==> config.mk <==
export PLATFORM = sky130hd
export DESIGN_NAME = cbe_top
export DESIGN_NICKNAME = d
export VERILOG_FILES = /design/src/shared/cbe_pkg.sv /design/src/rtl/cbe_sync.sv /design/src/rtl/cbe_cond.sv /design/src/rtl/cbe_top.sv
export SDC_FILE = /design/constraint.sdc
export NUM_CORES = 1
export LEC_CHECK = 0
export ABC_AREA = 1
export BUFFER_PORTS_ARGS = -buffer_cell sky130_fd_sc_hd__buf_2
export CAP_MARGIN = 25
export CORE_MARGIN = 2
export CORE_UTILIZATION = 50
export DETAILED_ROUTE_END_ITERATION = 10
export PLACE_DENSITY = 0.76
export REMOVE_ABC_BUFFERS = 1
export SLEW_MARGIN = 10
export SYNTH_ARGS = -nofsm -noshare
export SYNTH_HDL_FRONTEND = slang
export SYNTH_HIERARCHICAL = 1
export SYNTH_SLANG_ARGS = --single-unit
export TNS_END_PERCENT = 30
==> constraint.sdc <==
create_clock -name clock -period 2.12 [get_ports clock]
set_input_delay 0.53 -clock clock [delete_from_list [all_inputs] [get_ports clock]]
set_output_delay 0.53 -clock clock [all_outputs]
set_load 0.05 [all_outputs]
==> src/shared/cbe_pkg.sv <==
// Package for the conditional branch evaluator: opcodes, flag positions,
// cycle counts and state codes.
// Assumes the core presents one fetched instruction at a time.
package cbe_pkg;
    // ************************************************************
    // Opcodes
    // ************************************************************
    localparam logic [7:0] OP_BRANCH_HALFCARRY_CLEAR = 8'h28;
    localparam logic [7:0] OP_BRANCH_HALFCARRY_SET = 8'h29;
    localparam logic [7:0] OP_BRANCH_UNSIGNED_GREATER = 8'h22;
    localparam logic [7:0] OP_BRANCH_UNSIGNED_LE = 8'h23;
    localparam logic [7:0] OP_BRANCH_CARRY_CLEAR = 8'h24;
    localparam logic [7:0] OP_BRANCH_CARRY_SET = 8'h25;
    localparam logic [7:0] OP_BRANCH_NONZERO = 8'h26;
    localparam logic [7:0] OP_BRANCH_NEGATIVE = 8'h2B;
    localparam logic [7:0] OP_BRANCH_MASK_CLEAR = 8'h2C;
    localparam logic [7:0] OP_BRANCH_MASK_SET = 8'h2D;
    localparam logic [7:0] OP_BRANCH_IRQ_PIN_LOW = 8'h2E;
    localparam logic [7:0] OP_BRANCH_IRQ_PIN_HIGH = 8'h2F;
    localparam logic [7:0] OP_BITTEST_IMM = 8'hA5;
    localparam logic [7:0] OP_BITTEST_DIR = 8'hB5;
    localparam logic [7:0] OP_BITTEST_EXT = 8'hC5;
    localparam logic [7:0] OP_BITTEST_IX2 = 8'hD5;
    localparam logic [7:0] OP_BITTEST_IX1 = 8'hE5;
    localparam logic [7:0] OP_BITTEST_IX0 = 8'hF5;
    // ************************************************************
    // Condition code bit positions: H I N Z C
    // ************************************************************
    localparam int CC_C = 0;
    localparam int CC_Z = 1;
    localparam int CC_N = 2;
    localparam int CC_I = 3;
    localparam int CC_H = 4;
    localparam logic [4:0] CC_RESET = 5'h08;
    // ************************************************************
    // Lengths and cycle counts
    // ************************************************************
    localparam logic [15:0] BRANCH_LEN = 16'h0002;
    localparam logic [3:0] CYC_BR_HMOS = 4'h4;
    localparam logic [3:0] CYC_BR_CMOS = 4'h3;
    // Bit test: imm, dir, ext, ix0, ix1, ix2
    localparam logic [3:0] CYC_BT_HMOS_IMM = 4'h2;
    localparam logic [3:0] CYC_BT_HMOS_DIR = 4'h4;
    localparam logic [3:0] CYC_BT_HMOS_EXT = 4'h5;
    localparam logic [3:0] CYC_BT_HMOS_IX0 = 4'h4;
    localparam logic [3:0] CYC_BT_HMOS_IX1 = 4'h5;
    localparam logic [3:0] CYC_BT_HMOS_IX2 = 4'h6;
    localparam logic [3:0] CYC_BT_CMOS_IMM = 4'h2;
    localparam logic [3:0] CYC_BT_CMOS_DIR = 4'h3;
    localparam logic [3:0] CYC_BT_CMOS_EXT = 4'h4;
    localparam logic [3:0] CYC_BT_CMOS_IX0 = 4'h3;
    localparam logic [3:0] CYC_BT_CMOS_IX1 = 4'h4;
    localparam logic [3:0] CYC_BT_CMOS_IX2 = 4'h5;
    localparam logic [15:0] BT_LEN_IMM = 16'h0002;
    localparam logic [15:0] BT_LEN_DIR = 16'h0002;
    localparam logic [15:0] BT_LEN_EXT = 16'h0003;
    localparam logic [15:0] BT_LEN_IX0 = 16'h0001;
    localparam logic [15:0] BT_LEN_IX1 = 16'h0002;
    localparam logic [15:0] BT_LEN_IX2 = 16'h0003;
    // ************************************************************
    // Sequencer states
    // ************************************************************
    typedef enum logic [1:0] {
        CBE_IDLE = 2'b00,
        CBE_BUSY = 2'b01,
        CBE_DONE = 2'b10
    } cbe_state_t;
endpackage

==> src/rtl/cbe_sync.sv <==
// Two-stage synchroniser for the external interrupt pin.
// Assumes the pin is asynchronous to clock.
`timescale 1ns/1ps
module cbe_sync (
    input wire logic clock,
    input wire logic sys_rst,
    input wire logic async_in,
    output logic sync_out
);
    logic meta_q;
    // Reset high: the pin idles high when no one drives it low
    always_ff @(posedge clock or posedge sys_rst) begin
        if (sys_rst) begin
            meta_q <= 1'b1;
            sync_out <= 1'b1;
        end else begin
            meta_q <= async_in;
            sync_out <= meta_q;
        end
    end
endmodule

==> src/rtl/cbe_cond.sv <==
// Condition evaluator: pure decode of branch opcode against flags and pin.
// Assumes flags and pin are stable and in the clock domain.
`timescale 1ns/1ps
module cbe_cond (
    input wire logic [7:0] opcode,
    input wire logic [4:0] ccr,
    input wire logic irq_pin,
    output logic is_branch,
    output logic take
);
    import cbe_pkg::*;
    wire logic h = ccr[CC_H];
    wire logic i = ccr[CC_I];
    wire logic n = ccr[CC_N];
    wire logic z = ccr[CC_Z];
    wire logic c = ccr[CC_C];
    // Opcode pairs differ only in bit 0, which inverts the test
    always_comb begin
        is_branch = 1'b1;
        take = 1'b0;
        case (opcode)
            OP_BRANCH_HALFCARRY_CLEAR: take = ~h;
            OP_BRANCH_HALFCARRY_SET: take = h;
            OP_BRANCH_UNSIGNED_GREATER: take = ~(c | z);
            OP_BRANCH_UNSIGNED_LE: take = c | z;
            OP_BRANCH_CARRY_CLEAR: take = ~c;
            OP_BRANCH_CARRY_SET: take = c;
            OP_BRANCH_NONZERO: take = ~z;
            OP_BRANCH_NEGATIVE: take = n;
            OP_BRANCH_MASK_CLEAR: take = ~i;
            OP_BRANCH_MASK_SET: take = i;
            OP_BRANCH_IRQ_PIN_LOW: take = ~irq_pin;
            OP_BRANCH_IRQ_PIN_HIGH: take = irq_pin;
            default: is_branch = 1'b0;
        endcase
    end
endmodule

==> src/rtl/cbe_top.sv <==
// Conditional branch and bit-test executor for an 8-bit core.
// Assumes the core holds inputs steady while start is high and busy is low;
// operand is the offset byte for branches and memory data for bit-test.
`timescale 1ns/1ps
module cbe_top
#(
    parameter bit CMOS = 1'b0
) (
    input wire logic clock,
    input wire logic sys_rst,
    input wire logic start,
    input wire logic [7:0] opcode,
    input wire logic [7:0] operand,
    input wire logic [15:0] pc_in,
    input wire logic [4:0] ccr_in,
    input wire logic [7:0] accumulator_reg,
    input wire logic irq_pin,
    output logic busy,
    output logic done,
    output logic illegal,
    output logic branch_taken,
    output logic [15:0] pc_out,
    output logic [4:0] ccr_out
);
    import cbe_pkg::*;
    // ************************************************************
    // Input conditioning and decode
    // ************************************************************
    logic pin_sync;
    logic is_branch;
    logic take;
    cbe_sync u_sync (
        .clock(clock),
        .sys_rst(sys_rst),
        .async_in(irq_pin),
        .sync_out(pin_sync)
    );
    cbe_cond u_cond (
        .opcode(opcode),
        .ccr(ccr_in),
        .irq_pin(pin_sync),
        .is_branch(is_branch),
        .take(take)
    );

    function automatic logic [19:0] bt_decode(input logic [7:0] op,
                                              input bit cm);
        // Returns {cycles, length}; zero cycles means not a bit-test
        logic [19:0] r;
        r = 20'h00000;
        case (op)
            OP_BITTEST_IMM: r = {cm ? CYC_BT_CMOS_IMM : CYC_BT_HMOS_IMM,
                                 BT_LEN_IMM};
            OP_BITTEST_DIR: r = {cm ? CYC_BT_CMOS_DIR : CYC_BT_HMOS_DIR,
                                 BT_LEN_DIR};
            OP_BITTEST_EXT: r = {cm ? CYC_BT_CMOS_EXT : CYC_BT_HMOS_EXT,
                                 BT_LEN_EXT};
            OP_BITTEST_IX0: r = {cm ? CYC_BT_CMOS_IX0 : CYC_BT_HMOS_IX0,
                                 BT_LEN_IX0};
            OP_BITTEST_IX1: r = {cm ? CYC_BT_CMOS_IX1 : CYC_BT_HMOS_IX1,
                                 BT_LEN_IX1};
            OP_BITTEST_IX2: r = {cm ? CYC_BT_CMOS_IX2 : CYC_BT_HMOS_IX2,
                                 BT_LEN_IX2};
            default: r = 20'h00000;
        endcase
        return r;
    endfunction

    wire logic [19:0] bt_info = bt_decode(opcode, CMOS);
    wire logic is_bittest = bt_info[19:16] != 4'h0;
    wire logic [15:0] bt_len = bt_info[15:0];
    wire logic [3:0] bt_cyc = bt_info[19:16];
    wire logic [3:0] br_cyc = CMOS ? CYC_BR_CMOS : CYC_BR_HMOS;
    // Sign extension of the offset byte
    wire logic [15:0] rel_off = {{8{operand[7]}}, operand};
    wire logic [15:0] pc_next = pc_in + BRANCH_LEN;
    wire logic [15:0] br_target = take ? pc_next + rel_off
                                       : pc_next;
    // AND result is never stored anywhere, only inspected
    wire logic [7:0] and_res = accumulator_reg & operand;
    logic [4:0] bt_ccr;
    always_comb begin
        bt_ccr = ccr_in;
        bt_ccr[CC_N] = and_res[7];
        bt_ccr[CC_Z] = and_res == 8'h00;
    end
    wire logic [3:0] sel_cyc = is_branch ? br_cyc : bt_cyc;
    wire logic accept = start & ~busy;
    wire logic known = is_branch | is_bittest;

    // ************************************************************
    // Sequencer
    // ************************************************************
    cbe_state_t state_q, state_d;
    logic [3:0] cnt_q, cnt_d;
    always_comb begin
        state_d = state_q;
        cnt_d = cnt_q;
        case (state_q)
            CBE_IDLE: begin
                if (accept && known) begin
                    state_d = (sel_cyc == 4'h2) ? CBE_DONE : CBE_BUSY;
                    cnt_d = sel_cyc - 4'h3;
                end
            end
            CBE_BUSY: begin
                if (cnt_q == 4'h0) begin
                    state_d = CBE_DONE;
                end else begin
                    cnt_d = cnt_q - 4'h1;
                end
            end
            CBE_DONE: state_d = CBE_IDLE;
            default: state_d = CBE_IDLE;
        endcase
    end
    // Done leads the fall of busy by one edge, so the next start is
    // taken exactly N edges after the last one
    wire logic busy_d = state_d != CBE_IDLE;
    wire logic done_d = state_d == CBE_DONE;
    always_ff @(posedge clock or posedge sys_rst) begin
        if (sys_rst) begin
            state_q <= CBE_IDLE;
            cnt_q <= 4'h0;
            busy <= 1'b0;
            done <= 1'b0;
        end else begin
            state_q <= state_d;
            cnt_q <= cnt_d;
            busy <= busy_d;
            done <= done_d;
        end
    end
    // ************************************************************
    // Result registers, latched at acceptance
    // ************************************************************
    always_ff @(posedge clock or posedge sys_rst) begin
        if (sys_rst) begin
            pc_out <= 16'h0000;
            ccr_out <= CC_RESET;
            branch_taken <= 1'b0;
            illegal <= 1'b0;
        end else begin
            illegal <= accept & ~known;
            if (accept && is_branch) begin
                pc_out <= br_target;
                ccr_out <= ccr_in;
                branch_taken <= take;
            end else if (accept && is_bittest) begin
                pc_out <= pc_in + bt_len;
                ccr_out <= bt_ccr;
                branch_taken <= 1'b0;
            end
        end
    end

    // ************************************************************
    // Checks
    // ************************************************************
    // Expected values use the inputs sampled at the accept edge
    a_br_keeps_flags: assert property (
        @(posedge clock) disable iff (sys_rst)
        accept && is_branch |=> ccr_out == $past(ccr_in))
        else $error("branch altered flags");
    a_br_target: assert property (
        @(posedge clock) disable iff (sys_rst)
        accept && is_branch && take |=> pc_out == $past(pc_in) +
        16'h0002 + {{8{$past(operand[7])}}, $past(operand)})
        else $error("wrong branch target");
    a_br_fall: assert property (
        @(posedge clock) disable iff (sys_rst)
        accept && is_branch && !take |=> pc_out == $past(pc_in) + 16'h0002)
        else $error("wrong fall-through");
    a_br_latency: assert property (
        @(posedge clock) disable iff (sys_rst)
        accept && is_branch && !CMOS |=> !done ##1 !done ##1 done)
        else $error("branch latency wrong");
    a_bt_flags: assert property (
        @(posedge clock) disable iff (sys_rst)
        accept && is_bittest |=>
        ccr_out[CC_N] == $past(accumulator_reg[7] & operand[7]) &&
        ccr_out[CC_Z] == ($past(accumulator_reg & operand) == 8'h00))
        else $error("bit-test N or Z wrong");
    a_bt_keeps_hic: assert property (
        @(posedge clock) disable iff (sys_rst)
        accept && is_bittest |=>
        ccr_out[CC_H] == $past(ccr_in[CC_H]) &&
        ccr_out[CC_I] == $past(ccr_in[CC_I]) &&
        ccr_out[CC_C] == $past(ccr_in[CC_C]))
        else $error("bit-test altered H, I or C");
    a_hc_clear: assert property (
        @(posedge clock) disable iff (sys_rst)
        accept && opcode == OP_BRANCH_HALFCARRY_CLEAR |=>
        branch_taken == !$past(ccr_in[CC_H]))
        else $error("half-carry clear branch wrong");
    a_hc_set: assert property (
        @(posedge clock) disable iff (sys_rst)
        accept && opcode == OP_BRANCH_HALFCARRY_SET |=>
        branch_taken == $past(ccr_in[CC_H]))
        else $error("half-carry set branch wrong");
    a_ugt_test: assert property (
        @(posedge clock) disable iff (sys_rst)
        accept && opcode == OP_BRANCH_UNSIGNED_GREATER |=>
        branch_taken == !($past(ccr_in[CC_C]) | $past(ccr_in[CC_Z])))
        else $error("unsigned greater branch wrong");
    a_uge_test: assert property (
        @(posedge clock) disable iff (sys_rst)
        accept && opcode == OP_BRANCH_CARRY_CLEAR |=>
        branch_taken == !$past(ccr_in[CC_C]))
        else $error("carry clear branch wrong");
    a_ult_test: assert property (
        @(posedge clock) disable iff (sys_rst)
        accept && opcode == OP_BRANCH_CARRY_SET |=>
        branch_taken == $past(ccr_in[CC_C]))
        else $error("carry set branch wrong");
    a_ule_test: assert property (
        @(posedge clock) disable iff (sys_rst)
        accept && opcode == OP_BRANCH_UNSIGNED_LE |=>
        branch_taken == ($past(ccr_in[CC_C]) | $past(ccr_in[CC_Z])))
        else $error("unsigned lower or same branch wrong");
    a_ne_test: assert property (
        @(posedge clock) disable iff (sys_rst)
        accept && opcode == OP_BRANCH_NONZERO |=>
        branch_taken == !$past(ccr_in[CC_Z]))
        else $error("not equal branch wrong");
    a_neg_test: assert property (
        @(posedge clock) disable iff (sys_rst)
        accept && opcode == OP_BRANCH_NEGATIVE |=>
        branch_taken == $past(ccr_in[CC_N]))
        else $error("negative branch wrong");
    a_pin_test: assert property (
        @(posedge clock) disable iff (sys_rst)
        accept && opcode == OP_BRANCH_IRQ_PIN_HIGH |=>
        branch_taken == $past(pin_sync))
        else $error("pin high branch wrong");
    a_pin_low: assert property (
        @(posedge clock) disable iff (sys_rst)
        accept && opcode == OP_BRANCH_IRQ_PIN_LOW |=>
        branch_taken == !$past(pin_sync))
        else $error("pin low branch wrong");
    a_mask_test: assert property (
        @(posedge clock) disable iff (sys_rst)
        accept && opcode == OP_BRANCH_MASK_SET |=>
        branch_taken == $past(ccr_in[CC_I]))
        else $error("mask set branch wrong");
    a_mclr_test: assert property (
        @(posedge clock) disable iff (sys_rst)
        accept && opcode == OP_BRANCH_MASK_CLEAR |=>
        branch_taken == !$past(ccr_in[CC_I]))
        else $error("mask clear branch wrong");
    a_off_positive: assert property (
        @(posedge clock) disable iff (sys_rst)
        accept && is_branch && take && !operand[7] |=>
        pc_out == $past(pc_in) + 16'h0002 + {8'h00, $past(operand)})
        else $error("forward offset wrong");
    a_off_negative: assert property (
        @(posedge clock) disable iff (sys_rst)
        accept && is_branch && take && operand[7] |=>
        pc_out == $past(pc_in) + 16'h0002 +
        {8'h00, $past(operand)} - 16'h0100)
        else $error("backward offset wrong");
    a_bt_imm_done: assert property (
        @(posedge clock) disable iff (sys_rst)
        accept && opcode == OP_BITTEST_IMM |=> done && busy)
        else $error("immediate bit-test latency wrong");
    a_bt_ext_len: assert property (
        @(posedge clock) disable iff (sys_rst)
        accept && opcode == OP_BITTEST_EXT |=>
        pc_out == $past(pc_in) + 16'h0003)
        else $error("extended bit-test length wrong");
    a_bt_no_take: assert property (
        @(posedge clock) disable iff (sys_rst)
        accept && is_bittest |=> !branch_taken)
        else $error("bit-test reported a branch");
    a_results_stand: assert property (
        @(posedge clock) disable iff (sys_rst)
        !(accept && known) |=> $stable(pc_out) &&
        $stable(ccr_out) && $stable(branch_taken))
        else $error("result changed without an instruction");
    a_done_pulse: assert property (
        @(posedge clock) disable iff (sys_rst)
        done |=> !done && !busy)
        else $error("done longer than one cycle");
    a_illegal_idle: assert property (
        @(posedge clock) disable iff (sys_rst)
        accept && !known |=> illegal && !busy)
        else $error("unknown opcode not refused");

    c_taken: cover property (@(posedge clock) accept && is_branch && take);
    c_untaken: cover property (@(posedge clock) accept && is_branch && !take);
    c_bittest: cover property (@(posedge clock) accept && is_bittest);
    c_back_to_back: cover property (@(posedge clock) done ##1 accept);
    c_illegal: cover property (@(posedge clock) accept && !known);
endmodule

==> flow_summary.toml, run 1 <==
[run_status]
outcome = "complete, but fails checks"
violations = "setup timing"

[sta]
period_needed_ps = 2520
clock_skew_ps = 13.9
finalSetupViolCount = 22
hold_ws_ps = 242
relSlewSlack_pct = 69.4
report.final.slew_viol_count = 0
tightest_slew_ps = 459
final_hold_viol_count = 0
final.setup.worst_slack_ps = -398
setup_tns_ps = -5020
period_share_pct = 119
max_freq_mhz = 397
rsz0062_at_grt = "true"

[synth]
synth-seq-cells = 33
syn_area_per_cell_um2 = 6.49
synth-edff-count = 0
ys_types = 48
synthCells = 574
synth.top_cells.by_area = "dfrtp_1 (20%), nand2_1 (15%), inv_1 (7.5%)"
ys.flop_type = "dfrtp_1"
synth.top_cells.by_count = "nand2_1 (145), inv_1 (74), nor2_1 (64), nand3_1 (46), a21oi_1 (31)"
synthesis.area_um2 = 3720
netlist.area_leader.share_pct = 20.2
synth.largest_area_cell = "dfrtp_1"
yosysSeqAreaShare_pct = 22.3
synth-async-reset-ratio_pct = 100
yosysWarnings = 6
yosysMostFrequentCell = "nand2_1"

[clock_tree]
cts.htree.levels = 2
cts_inserted_buffers = 5
cts_tree = "built"
clock_latency_ps = 300
clkSinkCount = 33
clockBufferDepth = 2
path_clk_slew_ps = 80
root_buffer = "clkbuf_8"

[min_path]
hp-class = "primary input to async pin"

[route]
post_drt_wl_per_cell_um = 16.0
drt_iter0_markers = 349
vias_per_cell = 5.44
vias = 4786
first_pass_iters = 5
drcViolationCount = 0
drt-total-wl_um = 14100
ant_nets = 0

[floorplanning]
start_util_pct = 51.6
io_pins = 74
fp.dieW_um = 90.3
die_area_um2 = 8150
rows = 31
die_height_um = 90.3
core_um2 = 7210

[cells_and_area]
nets = 851
instances_no_fill = 879
fin_area_um2 = 5820
antennaDiodeCount = 0
final.fill_count = 487
syn_to_final_growth_pct = 56.4
drive_gt1_share_pct = 45.9

[global_route]
antenna_found_initial = 0
grt_pass1_wl_um = 20600
grt_pass1_vias = 4699
grt_max_degree = 32
grt-ovfl-total = 0
use_met3_pct = 4.09
busiest_layer = "met2"
grt.total_usage_pct = 30.9
grt_use_met1_pct = 35.3
grtUsageMet2_pct = 57.1

[worst_setup_path]
crit_fanout = 5
required_ps = 2360
r2r_start = "busy$_DFF_PP0_"
start_kind = "primary input"
endpoint = "pc_out[13]$_DFFE_PP0P_"
cp.arrival_ps = 2760
worst-setup-path-type = "primary input to flip-flop"
critPathLaunch = "opcode[3]"
r2r_cells = 8
r2r-end = "pc_out[9]$_DFFE_PP0P_"
end_kind = "flip-flop"
r2r_slack_ps = 350

[placed_design]
port_buffers = 73
place_area_um2 = 5040
placed_cells = 850
pre_cts_slack_ps = -739
hpwl_um = 9310
gp_routability_congestion = 0.974

[run]
maxCapViolCount = 0

[power_and_ir_drop]
leakage_nw = 3.02
power_per_cell_area_nw_per_um2 = 669
vdd_drop_max_mv = 0.458
[metal layers]
metal,part of all wire (%),routed length (µm),vias to the layer above
li1,-,-,2251
met5,0,0,-
met3,7.2,1020,60
met1,37,5180,2234
met2,52,7280,241
met4,4.4,616,0
[power breakdown]
part | total (W) | switching [W] | internal, W
sequential | 0.00106 | 0.000172 | 0.000889
combinational | 0.00233 | 0.00157 | 0.000754
clock | 0.000505 | 0.000278 | 0.000227
[state kept, by name, summed over array words and instances, names as in the netlist]
| name | count |
|---|---|
| state_q | 2 |
| u_sync/sync_out | 1 |
| cnt_q | 4 |
| done | 1 |
| branch_taken | 1 |
| illegal | 1 |
| ccr_out | 5 |
| busy | 1 |
| u_sync/meta_q | 1 |
| pc_out | 16 |
[placed cells by master, fill, tap and decap left out, types with 3 or more instances in the layout]
cell / n
nor2_4: 10
buf_6: 9
clkbuf_8: 5
buf_4: 125
buf_2: 66
inv_6: 3
o211ai_1: 3
dfrtp_1: 30
buf_12: 4
xor2_2: 8
nand3_1: 36
a21oi_2: 20
o21ai_0: 11
inv_1: 63
ha_1: 12
nand2_2: 24
ha_2: 3
nor2_1: 57
xor2_1: 12
nor3_1: 3
ha_4: 6
dfstp_2: 3
nor2_2: 9
o21ai_1: 13
nand4_1: 10
a21oi_4: 3
inv_2: 14
o21ai_2: 5
nand2_4: 7
nand3b_1: 5
nand2_1: 120
nand3_2: 11
a21oi_1: 22
xnor2_1: 6
[critical path, cell delays in order]
cell     delay [ps]
buf_4           130
nor2_2          100
nand2_1          90
nor3b_2         260
buf_4           170
nand2_2          50
inv_2            60
nand2_1          50
o21ai_2          60
buf_4           120
ha_1            110
nand3_1         100
nand2_2         150
nand2_2          90
nor2_2          170
a21oi_1         120
o31ai_2         220
inv_2            60
a21oi_2         120
[how the worst min path moves through the flow]
stage	slack, ps	endpoint	cells past startpoint
2_1_floorplan	350	u_sync/sync_out$_DFF_PP1_	0
3_3_place_gp	350	u_sync/sync_out$_DFF_PP1_	0
3_5_place_dp	350	u_sync/sync_out$_DFF_PP1_	0
4_1_cts	250	u_sync/meta_q$_DFF_PP1_	2
5_1_grt	270	u_sync/sync_out$_DFF_PP1_	2
6_report	240	u_sync/meta_q$_DFF_PP1_	2
[area by class of cell]
type | instances | area, µm² | area share [%]
timing repair inverter | 2 | 17.5 | 0.301
multi-input combinational | 447 | 2940 | 50.5
tap | 99 | 124 | 2.13
timing repair buffer | 207 | 1490 | 25.6
clock buffer | 5 | 68.8 | 1.18
sequential | 33 | 830 | 14.2
inverter | 83 | 334 | 5.74
clock inverter | 3 | 17.5 | 0.301
[what timing repair did]
item                       4_1_cts  5_1_grt
gates resized for setup         56       80
hold buffers                     0        0
cloned                           0        2
setup endpoints to repair       18       30
pin swaps                       20       35
buffers inserted                14       10
[metrics by stage]
stage,total power [W],utilization [%]
final,0.00389,80.7
after global routing,0.00409,80.7
after CTS,0.00375,76.0
after detailed placement,0.00319,69.8
after global placement,0.00313,69.8
after floorplan,0.00252,-
[kinds of logic (layout without fill, tap and decap cells)]
logic type,count (synthesis),count (layout),share of synthesized area [%]
AND/OR/NAND/NOR,310,310,38.7
XOR/XNOR,26,26,6.12
adder cells (fa/ha/maj),23,23,8.13
AO/OA/AOI/OAI,88,88,14.3
buffers and inverters,94,300,10.5
flip-flops,33,33,22.3
Note: power is estimated with default switching activity, not from simulation.
==> inputs of run 2 (changes only) <==
Settings changed: CORE_MARGIN 2 to 3.
==> run 2 against run 1 <==
  * Critical endpoint is now pc_out[14]$_DFFE_PP0P_
  * Sequential share of layout area down 0.53 points
  * Count of clock-buffer cells in the layout is 1 higher
  * Critical path type unchanged
  * Largest cell class unchanged
  * Cell area up 3.8%
  * First-iteration DRC count is 44% higher
  * Fmax shrank 7.2%
  * Die area increased by 4.5%
  * The flow still finishes with violations (setup timing)
==> flow_summary.toml, run 2 (same netlist as run 1, synthesis figures left out) <==
[sta]
relSlewSlack_pct = 63.4
max_freq_mhz = 369
tightest_slew_ps = 546
period_share_pct = 128
clock_skew_ps = 15.9
period_needed_ps = 2710
hold_ws_ps = 249
final.setup.worst_slack_ps = -593
rsz0062_at_grt = "true"
finalSetupViolCount = 28
setup_tns_ps = -7330
report.final.slew_viol_count = 0
final_hold_viol_count = 0

[global_route]
antenna_found_initial = 0
grt_pass1_vias = 5091
grt.total_usage_pct = 33.5
grt_max_degree = 32
grt-ovfl-total = 0
grt_pass1_wl_um = 22900

[clock_tree]
clkSinkCount = 33
cts.htree.levels = 2
clockBufferDepth = 2
path_clk_slew_ps = 90
clock_latency_ps = 310
cts_tree = "built"
root_buffer = "clkbuf_8"
cts_inserted_buffers = 5

[route]
first_pass_iters = 7
ant_nets = 0
vias = 5219
drt-total-wl_um = 16800
post_drt_wl_per_cell_um = 19.2
drcViolationCount = 0
vias_per_cell = 5.96
drt_iter0_markers = 502

[worst_setup_path]
cp.arrival_ps = 2960
start_kind = "primary input"
required_ps = 2360
r2r_start = "u_sync/sync_out$_DFF_PP1_"
crit_fanout = 4
critPathLaunch = "pc_in[1]"
worst-setup-path-type = "primary input to flip-flop"
end_kind = "flip-flop"
r2r_cells = 8

[cells_and_area]
largest_register = "pc_out"
layout_common_cells = "nand2_1 (118), buf_4 (118), buf_2 (68)"
reg_top3 = "pc_out: 16 flops, ccr_out: 5 flops, cnt_q: 4 flops"
largest_register_ffs = 16
regArea_um2 = 830
final.fill_count = 356
instances_no_fill = 876
nets = 851
multi_input_area_um2 = 3170
syn_to_final_growth_pct = 62.3
antennaDiodeCount = 0
drive_gt1_share_pct = 49.6

[floorplanning]
core_um2 = 7020
io_pins = 74
die_area_um2 = 8520
start_util_pct = 53.0
die_height_um = 92.3
rows = 30
fp.dieW_um = 92.3

[placed_design]
hpwl_um = 9300
placed_cells = 838
port_buffers = 73
gp_routability_congestion = 1.05
pre_cts_slack_ps = -808

[run_status]
outcome = "complete, but fails checks"
violations = "setup timing"

[run]
maxCapViolCount = 0

[power_and_ir_drop]
vdd_drop_max_mv = 0.668
power_per_cell_area_nw_per_um2 = 672
power_w = 0.00406
leakage_nw = 3.07

[min_path]
hp-class = "primary input to async pin"
run 2: cell count changes in the layout (fill, tap and decap cells not counted), sizes merged:
cell	change
clkinvlp	-1
buf	+2
inv	+1
clkinv	-2
run 2: cell type report:
class	instances	area share [%]
multi-input combinational	447	52.4
timing repair buffer	208	25.0
sequential	33	13.7
inverter	83	5.40
tap	96	1.99
clock buffer	6	1.20
clock inverter	2	0.166
timing repair inverter	1	0.103
run 2: report_power, final:
group          switching, W  internal, W  total, W
sequential         0.000178     0.000890   0.00107
combinational       0.00169     0.000795   0.00249
clock              0.000278     0.000228  0.000506
run 2: worst paths after layout:
kind / slack (ps) / to
setup reg to reg: 170 / pc_out[7]$_DFFE_PP0P_
hold reg to reg: 360 / u_sync/sync_out$_DFF_PP1_
setup / recovery: -590 / pc_out[14]$_DFFE_PP0P_
hold / removal: 250 / u_sync/sync_out$_DFF_PP1_
max in group asynchronous: 1450 / ccr_out[3]$_DFFE_PP1P_
min in group clock: 330 / u_sync/meta_q$_DFF_PP1_
run 2: stage by stage:
stage | cell area, µm² | utilization [%]
after floorplan | 3650 | -
after global placement | 4970 | 70.8
after detailed placement | 4970 | 70.8
after CTS | 5700 | 81.2
after global routing | 6040 | 86.1
final | 6040 | 86.1
run 2: timing repair:
item,CTS,global route
gates cloned,1,0
hold buffers,0,0
endpoints found under the setup margin,29,30
resized for setup,108,72
pin swaps,53,54
endpoints found under the hold margin,0,0
buffers inserted,27,7
run 2: layer usage:
metal	wire length [µm]	track usage [%]
met1	5710	36.4
met3	1770	5.69
met2	7850	61.0
met4	1510	19.2
met5	0	0
run 2: worst max-delay path, stage by stage:
cell	delay (ps)
buf_8	80
ha_4	180
nand3_4	130
nor2_4	170
nand2_1	80
xor2_1	240
inv_1	200
ha_4	350
nand2_1	130
nor2_2	190
nand3_2	130
nand2_1	120
nand2_1	90
nand3_2	100
nand3_2	90
a21oi_2	120
